==> src/hdl/tas_consts.svh <==
`ifndef TAS_CONSTS_SVH
`define TAS_CONSTS_SVH

// ----------------------------------------
// register map
// ----------------------------------------
`define TAS_ADDR_LOW_CHANNELS 15'h0015
`define TAS_ADDR_MID_CHANNELS 15'h0016
`define TAS_RST_ALERT_STATUS 8'h00
`define TAS_READ_NONE 8'h00

// ----------------------------------------
// field layout
// ----------------------------------------
`define TAS_UPPER_BIT 1'h0
`define TAS_LOWER_BIT 1'h1
`define TAS_INSTR_RW_BIT 15

// ----------------------------------------
// serial frame timing
// ----------------------------------------
`define TAS_INSTR_LAST 4'hF

`endif

==> src/hdl/tas_pkg.sv <==
package tas_pkg;

    typedef struct packed {
        logic enable;
        logic [15:0] upper;
        logic [15:0] lower;
        logic [15:0] hyst;
    } tas_chan_cfg_t;

    typedef struct packed {
        logic valid;
        logic [2:0] chan;
        logic [15:0] result;
    } tas_conv_t;

    typedef enum logic [2:0] {
        TAS_IDLE = 3'b001,
        TAS_INSTR = 3'b010,
        TAS_DATA = 3'b100
    } tas_state_t;

endpackage : tas_pkg

==> src/hdl/tas_alert_status.sv <==
`include "tas_consts.svh"

// Notes on behaviour
// - register 0x015 holds channels 0-3, resets zero
// - register 0x016 holds channels 4-7, resets zero
// - result at or below lower limit sets lower
// - result at or above upper limit sets upper
// - disabled channel never sets its alert bits
// - reading a register clears its alert bits
// - hysteresis mode clears alert once result is beyond the hysteresis band
// - summary output is OR of all alerts
// - write to alert register flags invalid write
module tas_alert_status (
    input wire logic clk_sys_i,
    input wire logic arst_n_i,
    input wire logic spi_cs_n_i,
    input wire logic spi_sclk_i,
    input wire logic spi_sdi_i,
    output logic spi_sdo_o,
    input tas_pkg::tas_conv_t conv_i,
    input tas_pkg::tas_chan_cfg_t [7:0] chan_cfg_i,
    input wire logic alert_mode_i,
    output logic [7:0] alert_status_low_channels_o,
    output logic [7:0] alert_status_mid_channels_o,
    output logic any_limit_alert_summary_o,
    output logic invalid_write_o
);

    // ----------------------------------------
    // pin synchronisers
    // ----------------------------------------
    logic [2:0] cs_s_q;
    logic [2:0] sclk_s_q;
    logic [1:0] sdi_s_q;

    always_ff @(posedge clk_sys_i or negedge arst_n_i) begin
        if (!arst_n_i) begin
            cs_s_q <= 3'h7;
            sclk_s_q <= 3'h0;
            sdi_s_q <= 2'h0;
        end else begin
            cs_s_q <= {cs_s_q[1:0], spi_cs_n_i};
            sclk_s_q <= {sclk_s_q[1:0], spi_sclk_i};
            sdi_s_q <= {sdi_s_q[0], spi_sdi_i};
        end
    end

    logic cs_act;
    logic sclk_rise;
    logic sclk_fall;
    assign cs_act = ~cs_s_q[1];
    assign sclk_rise = sclk_s_q[1] & ~sclk_s_q[2];
    assign sclk_fall = ~sclk_s_q[1] & sclk_s_q[2];

    // ----------------------------------------
    // serial frame engine
    // ----------------------------------------
    tas_pkg::tas_state_t state_q, state_d;
    logic [3:0] cnt_q, cnt_d;
    logic [14:0] in_sh_q, in_sh_d;
    logic [7:0] out_sh_q, out_sh_d;
    logic sdo_q, sdo_d;
    logic inv_wr_q, inv_wr_d;
    logic [15:0] alert_q, alert_d;
    logic [15:0] instr;
    logic decode;
    logic rd_clr_low;
    logic rd_clr_mid;
    logic wr_ours;

    assign instr = {in_sh_q, sdi_s_q[1]};
    assign decode = (state_q == tas_pkg::TAS_INSTR) && cs_act && sclk_rise
                    && (cnt_q == `TAS_INSTR_LAST);
    assign rd_clr_low = decode && instr[`TAS_INSTR_RW_BIT]
                        && (instr[14:0] == `TAS_ADDR_LOW_CHANNELS);
    assign rd_clr_mid = decode && instr[`TAS_INSTR_RW_BIT]
                        && (instr[14:0] == `TAS_ADDR_MID_CHANNELS);
    assign wr_ours = decode && !instr[`TAS_INSTR_RW_BIT]
                     && ((instr[14:0] == `TAS_ADDR_LOW_CHANNELS)
                     || (instr[14:0] == `TAS_ADDR_MID_CHANNELS));

    always_comb begin
        state_d = state_q;
        cnt_d = cnt_q;
        in_sh_d = in_sh_q;
        out_sh_d = out_sh_q;
        sdo_d = sdo_q;
        inv_wr_d = wr_ours;
        case (state_q)
            tas_pkg::TAS_IDLE: begin
                cnt_d = 4'h0;
                sdo_d = 1'b0;
                if (cs_act) begin
                    state_d = tas_pkg::TAS_INSTR;
                end
            end
            tas_pkg::TAS_INSTR: begin
                if (sclk_rise) begin
                    in_sh_d = instr[14:0];
                    cnt_d = cnt_q + 4'h1;
                end
                if (decode) begin
                    state_d = tas_pkg::TAS_DATA;
                    if (rd_clr_low) begin
                        out_sh_d = alert_q[7:0];
                    end else if (rd_clr_mid) begin
                        out_sh_d = alert_q[15:8];
                    end else begin
                        out_sh_d = `TAS_READ_NONE;
                    end
                end
            end
            tas_pkg::TAS_DATA: begin
                // one data byte per frame; later bits shift out zero
                if (sclk_fall) begin
                    sdo_d = out_sh_q[7];
                    out_sh_d = {out_sh_q[6:0], 1'b0};
                end
            end
            default: begin
                state_d = tas_pkg::TAS_IDLE;
            end
        endcase
        if (!cs_act) begin
            state_d = tas_pkg::TAS_IDLE;
            sdo_d = 1'b0;
        end
    end

    always_ff @(posedge clk_sys_i or negedge arst_n_i) begin
        if (!arst_n_i) begin
            state_q <= tas_pkg::TAS_IDLE;
            cnt_q <= 4'h0;
            in_sh_q <= 15'h0000;
            out_sh_q <= 8'h00;
            sdo_q <= 1'b0;
            inv_wr_q <= 1'b0;
        end else begin
            state_q <= state_d;
            cnt_q <= cnt_d;
            in_sh_q <= in_sh_d;
            out_sh_q <= out_sh_d;
            sdo_q <= sdo_d;
            inv_wr_q <= inv_wr_d;
        end
    end

    // ----------------------------------------
    // threshold compare and alert flags
    // ----------------------------------------
    logic [15:0] set_vec;
    logic [15:0] hclr_vec;
    logic [15:0] clr_vec;
    logic summary_q, summary_d;

    genvar n;
    generate
        for (n = 0; n < 8; n++) begin : g_chan
            logic hit;
            assign hit = conv_i.valid && (conv_i.chan == 3'(n));
            assign set_vec[2*n] = hit && chan_cfg_i[n].enable
                                  && (conv_i.result >= chan_cfg_i[n].upper);
            assign set_vec[2*n+1] = hit && chan_cfg_i[n].enable
                                    && (conv_i.result <= chan_cfg_i[n].lower);
            // sums kept 17 bits wide so limits near full scale cannot wrap
            assign hclr_vec[2*n] = hit && alert_mode_i
                && (({1'b0, conv_i.result} + {1'b0, chan_cfg_i[n].hyst})
                < {1'b0, chan_cfg_i[n].upper});
            assign hclr_vec[2*n+1] = hit && alert_mode_i
                && ({1'b0, conv_i.result}
                > ({1'b0, chan_cfg_i[n].lower} + {1'b0, chan_cfg_i[n].hyst}));
        end
    endgenerate

    assign clr_vec = hclr_vec | {{8{rd_clr_mid}}, {8{rd_clr_low}}};

    always_comb begin
        alert_d = (alert_q & ~clr_vec) | set_vec;
        summary_d = |alert_d;
    end

    always_ff @(posedge clk_sys_i or negedge arst_n_i) begin
        if (!arst_n_i) begin
            alert_q <= {`TAS_RST_ALERT_STATUS, `TAS_RST_ALERT_STATUS};
            summary_q <= 1'b0;
        end else begin
            alert_q <= alert_d;
            summary_q <= summary_d;
        end
    end

    assign alert_status_low_channels_o = alert_q[7:0];
    assign alert_status_mid_channels_o = alert_q[15:8];
    assign any_limit_alert_summary_o = summary_q;
    assign invalid_write_o = inv_wr_q;
    assign spi_sdo_o = sdo_q;

    logic [3:0] hi_idx;
    logic [3:0] lo_idx;
    assign hi_idx = {conv_i.chan, `TAS_UPPER_BIT};
    assign lo_idx = {conv_i.chan, `TAS_LOWER_BIT};
endmodule : tas_alert_status

==> config.mk <==
export PLATFORM = sky130hd
export DESIGN_NAME = tas_alert_status
export DESIGN_NICKNAME = d
export VERILOG_FILES = /design/src/hdl/tas_pkg.sv /design/src/hdl/tas_alert_status.sv
export VERILOG_INCLUDE_DIRS = /design/src /design/src/hdl
export SDC_FILE = /design/constraint.sdc
export NUM_CORES = 1
export LEC_CHECK = 0
export ABC_AREA = 0
export BUFFER_PORTS_ARGS = -buffer_cell sky130_fd_sc_hd__buf_4
export CAP_MARGIN = 10
export CORE_AREA = 2 2 174 244
export CTS_BUF_LIST = sky130_fd_sc_hd__clkbuf_8 sky130_fd_sc_hd__clkbuf_16
export DETAILED_ROUTE_END_ITERATION = 7
export DIE_AREA = 0 0 176 246
export HOLD_SLACK_MARGIN = 0.06
export PLACE_DENSITY = 0.86
export SLEW_MARGIN = 20
export SYNTH_ARGS = -nofsm -noshare
export SYNTH_HDL_FRONTEND = slang
export SYNTH_SLANG_ARGS = --single-unit
==> constraint.sdc <==
create_clock -name clk_sys_i -period 3.6 [get_ports clk_sys_i]
set_clock_uncertainty 0.05 [all_clocks]
set_input_delay 0.72 -clock clk_sys_i [delete_from_list [all_inputs] [get_ports clk_sys_i]]
set_output_delay 0.72 -clock clk_sys_i [all_outputs]
set_load 0.05 [all_outputs]
==> flow_metrics.py, run 1 <==
metrics = {
    "outcome": {
        "status": "aborted with a tool error",
        "lastStage": "5_1_grt",
        "firstError": "[ERROR GRT-0116] Global routing finished with congestion. Check the congestion regions in the DRC Viewer.",
    },
    "grt": {
        "grt_pass1_wl_mm": 189,
        "grt.overflow.total": 55,
        "grt_max_degree": 57,
        "track_usage": 0.563,
        "grt_pass1_vias": 35492,
    },
    "placed_design": {
        "numPortBuffers": 436,
        "hpwl_mm": 87.7,
        "place_congestion": 1.05,
    },
    "synthesis": {
        "ys.flop_type": "dfrtp_1",
        "ys_seq_area_frac": 0.0574,
        "yosys_warnings": 0,
        "ys_types": 82,
        "syn_avg_cell_area_um2": 7.90,
        "synth-async-reset-ratio": 1.00,
        "syn_nets": 4292,
        "synth_area_um2": 24500,
        "syn_inst": 3097,
        "synth_seq_cells": 56,
        "synth_edf_count": 0,
    },
    "floorplanning": {
        "floorplan.rows": 88,
        "die_w_um": 176,
        "initial_core_util": 0.596,
        "io_pins": 437,
        "die_h_um": 246,
    },
    "clock_network": {
        "cts_root_buf": "clkbuf_16",
        "numCtsBuffers": 5,
        "postCtsHoldBufs": 0,
        "clock-sinks": 56,
        "clock_tree.buffer_depth": 2,
        "htree_num_levels": 2,
    },
}
==> logic make-up after synthesis <==
kind of cell	synth area share
compound gates	0.245
simple gates	0.164
fa+ha+maj	0.402
buf+inv	0.0525
xor+xnor	0.0719
flops	0.0574
mux	0.00690
==> per-layer routing <==
layer,overflow,track usage
met3,0,0.290
met5,0,0.0301
met2,28,0.846
met4,27,0.564
met1,0,0.543
==> cells in the mapped netlist, types with 42 or more instances <==
cell | number | area (µm²)
a21oi_1 | 275 | 1380
nor2b_1 | 55 | 344
o21ai_0 | 186 | 931
nand2_1 | 133 | 499
inv_1 | 330 | 1240
a21o_1 | 102 | 766
dfrtp_1 | 53 | 1330
xnor2_1 | 122 | 1070
nor2_1 | 174 | 653
nand2b_1 | 59 | 369
nor3_1 | 83 | 415
o21a_1 | 50 | 375
a211oi_1 | 42 | 315
ha_1 | 761 | 9520
xor2_1 | 79 | 692
nand4_1 | 80 | 500
nand3_1 | 78 | 390
==> stage by stage <==
| stage | instances | TNS, ns | instance area [µm²] | setup WS (ns) |
|---|---|---|---|---|
| after floorplan | 3097 | -2.88 | 24800 | -0.744 |
| after global placement | 4769 | -12.62 | 34100 | -1.34 |
| after detailed placement | 4769 | -14.48 | 34100 | -1.43 |
| after CTS | 4852 | -5.29 | 35700 | -0.963 |
==> repair_timing <==
| item | 4_1_cts |
|---|---|
| setup buffers | 75 |
| pin swaps | 216 |
| setup endpoints to repair | 17 |
| resized for setup | 209 |
| hold endpoints to repair | 0 |
==> run 2, diff against run 1 <==
--- a/config.mk
+++ b/config.mk
@@ -9,12 +9,10 @@
 export ABC_AREA = 0
 export BUFFER_PORTS_ARGS = -buffer_cell sky130_fd_sc_hd__buf_4
 export CAP_MARGIN = 10
-export CORE_AREA = 2 2 174 244
-export CTS_BUF_LIST = sky130_fd_sc_hd__clkbuf_8 sky130_fd_sc_hd__clkbuf_16
+export CORE_AREA = 2 2 251 253
 export DETAILED_ROUTE_END_ITERATION = 7
-export DIE_AREA = 0 0 176 246
-export HOLD_SLACK_MARGIN = 0.06
-export PLACE_DENSITY = 0.86
+export DIE_AREA = 0 0 253 255
+export PLACE_DENSITY_LB_ADDON = 0.15
 export SLEW_MARGIN = 20
 export SYNTH_ARGS = -nofsm -noshare
 export SYNTH_HDL_FRONTEND = slang
==> run 2 against run 1 <==
  * The flow now finishes, with violations (setup timing)
  * Area after synthesis unchanged
  * Synthesized cell count unchanged
==> flow_metrics.py, run 2 <==
metrics = {
    "clock_network": {
        "insertion_delay_ns": 0.30,
        "path_clk_slew_ns": 0.08,
        "clock_tree.buffer_depth": 2,
        "cts_root_buf": "clkbuf_16",
        "postCtsHoldBufs": 0,
        "clock-sinks": 56,
        "numCtsBuffers": 5,
        "cts_tree": "built",
        "htree_num_levels": 2,
    },
    "timing": {
        "drv_slew": 0,
        "fin_crit_sh": 1.30,
        "worstMarginPinSlew_ns": 0.855,
        "rsz0062_at_grt": "yes",
        "finalWorstSetupSlack_ns": -1.09,
        "holdWs_ns": 0.308,
        "finalSetupViolations": 17,
        "tns_ns": -4.79,
        "max-slew-margin-rel": 0.428,
        "period_minus_slack_ns": 4.69,
        "fmax_mhz": 213,
        "finalHoldViolCount": 0,
    },
    "critical_path": {
        "worst_r2r_path_depth": 11,
        "r2r_end": "any_limit_alert_summary_o",
        "cp_data_arrival_time_ns": 4.81,
        "worst-setup-path-type": "in -> reg",
        "worstPathRequired_ns": 3.71,
        "cp-end-kind": "flip-flop",
        "cp-start-kind": "input pin",
        "startpoint": "conv_i[1]",
        "worstPathMaxFanout": 4,
        "r2r_slack_ns": 0.27,
        "cp-endpoint": "any_limit_alert_summary_o",
        "r2r_start": "sclk_s_q[1]",
    },
    "cells_and_area": {
        "final_cell_mix": "buf_4, ha_1, inv_1",
        "final_common_cell": "buf_4",
        "fin_nets": 5557,
        "ff_latch_area_um2": 1410,
        "postLayoutCoreUtil": 0.596,
        "biggestRegsByFlops": "alert_q: 16 flops, in_sh_q: 15 flops, out_sh_q: 8 flops",
        "largest_reg_flops": 16,
        "fin_area_um2": 37000,
        "area_delta_synth_final_pct": 51.4,
        "multi_input_area_um2": 23200,
        "layout.cells.non_filler": 5165,
        "top_register": "alert_q",
        "fillers": 5770,
        "drive_above_1_share": 0.359,
    },
    "placed_design": {
        "placed_area_um2": 35000,
        "pre_cts_slack_ns": -1.63,
        "numPortBuffers": 436,
        "dp_cells": 5088,
        "hpwl_mm": 84.9,
        "place_congestion": 0.950,
    },
    "synthesis": {
        "synth_top_cell_by_area": "ha_1",
        "synth.area.top_cells": "ha_1, a21oi_1, dfrtp_1",
        "synth_edf_count": 0,
        "synth_top_area_share": 0.389,
        "ys.flop_type": "dfrtp_1",
        "synth_most_common_cell": "ha_1",
        "synth_area_um2": 24500,
        "synthTopCellsByCount": "ha_1, inv_1, a21oi_1",
        "syn_avg_cell_area_um2": 7.90,
        "ys_types": 82,
        "synth_seq_cells": 56,
        "yosys_warnings": 0,
        "ys_seq_area_frac": 0.0574,
        "syn_inst": 3097,
        "syn_nets": 4292,
        "synth-async-reset-ratio": 1.00,
    },
    "grt": {
        "grt_pass1_vias": 27229,
        "track_usage": 0.290,
        "antenna_found_initial": 8,
        "grt_max_degree": 57,
        "grt_pass1_wl_mm": 145,
        "grt.overflow.total": 0,
    },
    "power_and_ir_drop": {
        "finalPower_mw": 8.10,
        "vdd_drop_max_v": 0.000162,
        "p_leak_nw": 19.3,
        "cellPowerDensity_nw_per_um2": 219,
    },
    "worst_hold_path": {
        "hold_class": "reg -> reg",
        "hold_path_depth": 0,
    },
    "floorplanning": {
        "die_w_um": 253,
        "io_pins": 437,
        "fp.coreArea_um2": 62200,
        "die_area_um2": 64500,
        "floorplan.rows": 92,
        "initial_core_util": 0.394,
        "die_h_um": 255,
    },
    "outcome": {
        "violations": "setup timing",
        "status": "finished with violations",
    },
    "drt": {
        "routed_via_density": 5.38,
        "dr_total_vias": 27807,
        "dr.pass1.iters": 5,
        "wirelength_mm": 96.8,
        "wire_per_inst_um": 18.7,
        "drt_iter0_markers": 1265,
        "drc": 0,
        "ant_nets": 0,
    },
    "job": {
        "max_cap_violations": 0,
    },
}
==> run 2: cell counts after synthesis <==
No cell type changed its count.
==> run 2: logic make-up (layout without fill, tap and decap cells) <==
kind of cell,after synthesis,in the layout,share of synthesized area
muxes,15,15,0.00690
xor gates and xnor gates,201,201,0.0719
adders and majority gates,777,777,0.402
DFF,56,56,0.0574
AOI/OAI and AO/OA,925,925,0.245
and+or+nand+nor,783,783,0.164
other,0,3,0
buffers and inverters,340,1606,0.0525
==> run 2: area by class of cell <==
| class | instances | area share |
|---|---|---|
| sequential | 56 | 0.0379 |
| timing repair buffer | 1268 | 0.271 |
| antenna | 3 | 0.000203 |
| clock inverter | 3 | 0.000574 |
| multi-input combinational | 2701 | 0.626 |
| tap | 799 | 0.0270 |
| clock buffer | 5 | 0.00338 |
| inverter | 330 | 0.0335 |
==> run 2: power by group <==
| part | switching (mW) | leakage, nW | total [mW] | internal (mW) |
|---|---|---|---|---|
| clock | 0.239 | 0.0702 | 0.499 | 0.260 |
| sequential | 0.160 | 0.701 | 0.868 | 0.708 |
| combinational | 3.34 | 18.6 | 6.73 | 3.39 |
| total | 3.74 | 19.3 | 8.10 | 4.36 |
==> run 2: worst min path at each step <==
stage	to	start	slack, ns
after floorplan	sclk_s_q[1]	sclk_s_q[0]	0.28
after global placement	sdi_s_q[1]	sdi_s_q[0]	0.28
after detailed placement	sdi_s_q[1]	sdi_s_q[0]	0.29
after CTS	cs_s_q[1]	cs_s_q[0]	0.31
after global routing	cs_s_q[1]	cs_s_q[0]	0.31
final	cs_s_q[1]	cs_s_q[0]	0.31
==> run 2: worst max-delay path: stages <==
cell       delay, ns
buf_12          0.11
buf_8           0.13
ha_4            0.23
a21o_1          0.17
a21oi_2         0.17
nor2b_1         0.07
o21ai_2         0.13
a21oi_2         0.09
a21oi_2         0.16
o21bai_1        0.08
a21oi_1         0.15
xnor2_1         0.13
ha_1            0.27
a2111oi_2       0.29
o21ai_1         0.12
o2111ai_1       0.22
nand2_1         0.09
a31o_1          0.18
a221o_1         0.35
or3_4           0.40
nor4_4          0.29
buf_4           0.16
nand4b_1        0.09
==> run 2: metal layers <==
layer	GRT usage	wire, µm	part of all wire	up-vias
li1	-	-	-	14117
met1	0.366	42200	0.44	12816
met2	0.512	45600	0.47	704
met3	0.0319	5240	0.054	158
met4	0.0945	3610	0.037	12
met5	0	80	0.00083	-
==> run 2: what timing repair did <==
action / CTS / global route
endpoints found under the setup margin: 17 / 17
pin swaps: 223 / 189
gates resized for setup: 188 / 129
buffers inserted: 59 / 17
Note: power is estimated with default switching activity, not from simulation.
==> run 3, diff against run 2 <==
--- a/config.mk
+++ b/config.mk
@@ -9,10 +9,11 @@
 export ABC_AREA = 0
 export BUFFER_PORTS_ARGS = -buffer_cell sky130_fd_sc_hd__buf_4
 export CAP_MARGIN = 10
-export CORE_AREA = 2 2 251 253
+export CORE_AREA = 2 2 353 180
 export DETAILED_ROUTE_END_ITERATION = 7
-export DIE_AREA = 0 0 253 255
+export DIE_AREA = 0 0 355 182
 export PLACE_DENSITY_LB_ADDON = 0.15
+export REMOVE_ABC_BUFFERS = 1
 export SLEW_MARGIN = 20
 export SYNTH_ARGS = -nofsm -noshare
 export SYNTH_HDL_FRONTEND = slang
==> run 3 against run 2 <==
  * The run still ends with setup timing left
  * Sequential power down 3.3%
  * First-iteration DRC count grew 73%
  * Clock power increased by 28%
  * Sequential cell count unchanged
  * Sequential share of layout area hardly changed
  * Critical path depth up 1
  * Combinational power increased by 3.7%
  * Count of clock-buffer cells in the layout grew 1
  * Largest cell class unchanged
  * Highest routed layer is now met4
==> flow_metrics.py, run 3 (same netlist as run 2, synthesis figures left out) <==
metrics = {
    "grt": {
        "grt_max_degree": 57,
        "grt_pass1_wl_mm": 155,
        "track_usage": 0.305,
        "grt.overflow.total": 0,
        "grt_pass1_vias": 26802,
        "antenna_found_initial": 5,
    },
    "cells_and_area": {
        "biggestRegsByFlops": "alert_q: 16 flops, in_sh_q: 15 flops, out_sh_q: 8 flops",
        "largest_reg_flops": 16,
        "area_delta_synth_final_pct": 52.0,
        "fillers": 5666,
        "postLayoutCoreUtil": 0.600,
        "layout.cells.non_filler": 5225,
        "final_cell_mix": "buf_4, ha_1, inv_1",
        "final_common_cell": "buf_4",
        "top_register": "alert_q",
        "multi_input_area_um2": 23300,
        "fin_area_um2": 37200,
        "fin_nets": 5578,
        "drive_above_1_share": 0.363,
        "ff_latch_area_um2": 1410,
    },
    "outcome": {
        "violations": "setup timing",
        "status": "finished with violations",
    },
    "floorplanning": {
        "fp.coreArea_um2": 62000,
        "initial_core_util": 0.395,
        "die_w_um": 355,
        "floorplan.rows": 65,
        "io_pins": 437,
        "die_area_um2": 64600,
        "die_h_um": 182,
    },
    "drt": {
        "drt_iter0_markers": 2194,
        "wirelength_mm": 103,
        "dr.pass1.iters": 6,
        "wire_per_inst_um": 19.7,
        "dr_total_vias": 28003,
        "drc": 0,
        "ant_nets": 0,
        "routed_via_density": 5.36,
    },
    "timing": {
        "finalSetupViolations": 17,
        "max-slew-margin-rel": 0.446,
        "finalHoldViolCount": 0,
        "worstMarginPinSlew_ns": 0.829,
        "fin_crit_sh": 1.36,
        "drv_slew": 0,
        "fmax_mhz": 204,
        "tns_ns": -7.84,
        "rsz0062_at_grt": "yes",
        "finalWorstSetupSlack_ns": -1.31,
        "period_minus_slack_ns": 4.91,
    },
    "clock_network": {
        "cts_tree": "built",
        "clock-sinks": 56,
        "clock_tree.buffer_depth": 2,
        "numCtsBuffers": 5,
        "htree_num_levels": 2,
        "insertion_delay_ns": 0.30,
        "path_clk_slew_ns": 0.07,
        "postCtsHoldBufs": 0,
        "cts_root_buf": "clkbuf_16",
    },
    "power_and_ir_drop": {
        "vdd_drop_max_v": 0.000182,
        "p_leak_nw": 19.4,
        "cellPowerDensity_nw_per_um2": 227,
    },
    "critical_path": {
        "cp-start-kind": "input pin",
        "cp_slowest_cell": "or3_4",
        "cp-endpoint": "any_limit_alert_summary_o",
        "critPathMaxStageDelay_ns": 0.40,
        "r2r_slack_ns": 0.29,
        "r2r_end": "any_limit_alert_summary_o",
        "worst-setup-path-type": "in -> reg",
        "crit_cells": 24,
        "cp-end-kind": "flip-flop",
        "crit_chain": "buf_12, buf_12, ha_4, inv_2, fa_2, nor2b_2, o31a_1, o41ai_4, o21ai_2, o211ai_1, nand2b_1, a21oi_2, xnor2_1, ha_1, nor2b_4, o21ai_1, nand3_1, a31oi_2, o21ai_1, a31o_2, or3_4, nor4_4, buf_4, nand4b_1",
        "startpoint": "conv_i[0]",
        "path_delay_family": "compound AO/OA/AOI/OAI gates",
        "worstPathMaxFanout": 4,
        "worstPathRequired_ns": 3.72,
        "worst_r2r_path_depth": 11,
        "path_buf_inv": 4,
        "r2r_start": "cnt_q[1]",
        "cp_data_arrival_time_ns": 5.03,
    },
    "placed_design": {
        "placed_area_um2": 34700,
        "numPortBuffers": 436,
        "pre_cts_slack_ns": -2.12,
        "hpwl_mm": 88.0,
        "dp_cells": 5137,
        "place_congestion": 0.986,
    },
    "worst_hold_path": {
        "hold_class": "reg -> reg",
    },
    "job": {
        "max_cap_violations": 0,
    },
}
-- run 3: changes by cell type in the layout (fill, tap and decap cells not counted), sizes merged --
| cell | change |
|---|---|
| bufinv | +2 |
| buf | +21 |
| clkinvlp | -2 |
| clkinv | -1 |
| clkbuf | +1 |
| diode | +1 |
-- run 3: layer usage --
metal / share of wire / global-route usage / up-vias
met4: 0.017 / 0.0507 / 0
met3: 0.065 / 0.0368 / 89
met1: 0.49 / 0.450 / 12913
met2: 0.43 / 0.478 / 834
met5: 0 / 0 / -
li1: - / - / 14167
-- run 3: worst reg2reg max path, delay by kind of cell, from the launching register on --
| family | cells | cell delay [ns] |
|---|---|---|
| and+or+nand+nor | 8 | 1.95 |
| DFF | 1 | 0.40 |
| AOI/OAI and AO/OA | 1 | 0.40 |
| adders and majority gates | 1 | 0.22 |
| buffers and inverters | 1 | 0.16 |
-- run 3: worst min path at each step --
stage,to,cells after the start,startpoint,slack [ns]
after global placement,sclk_s_q[1],0,sclk_s_q[0],0.29
after detailed placement,sdi_s_q[1],0,sdi_s_q[0],0.30
after global routing,sdi_s_q[1],0,sdi_s_q[0],0.32
after CTS,sdi_s_q[1],0,sdi_s_q[0],0.31
final,sdi_s_q[1],0,sdi_s_q[0],0.31
after floorplan,sclk_s_q[1],0,sclk_s_q[0],0.28
-- run 3: cell type report --
| class | count | area share |
|---|---|---|
| Multi-Input combinational cell | 2701 | 0.626 |
| Sequential cell | 56 | 0.0378 |
| Clock buffer | 6 | 0.00347 |
| Timing Repair Buffer | 1289 | 0.270 |
| Inverter | 330 | 0.0333 |
| Tap cell | 837 | 0.0282 |
| Antenna cell | 4 | 0.000269 |
| Clock inverter | 2 | 0.00161 |
-- run 3: power breakdown --
group	total (mW)	switching (mW)	leakage, nW	internal, mW
registers	0.839	0.131	0.701	0.708
clock network	0.640	0.240	0.0911	0.400
logic	6.98	3.54	18.6	3.44
total	8.46	3.91	19.4	4.55
-- run 3: through the flow --
stage               hold WS, ns  power (mW)
detailed placement        0.295        7.06
global placement          0.288        7.00
floorplan                 0.281        4.22
finish                    0.306        8.46
global route              0.316        9.16
CTS                       0.312        8.17
-- run 3: timing repair --
| action | CTS | global route |
|---|---|---|
| setup endpoints to repair | 17 | 17 |
| pin swaps | 231 | 146 |
| gates resized for setup | 309 | 89 |
| buffers inserted | 65 | 19 |
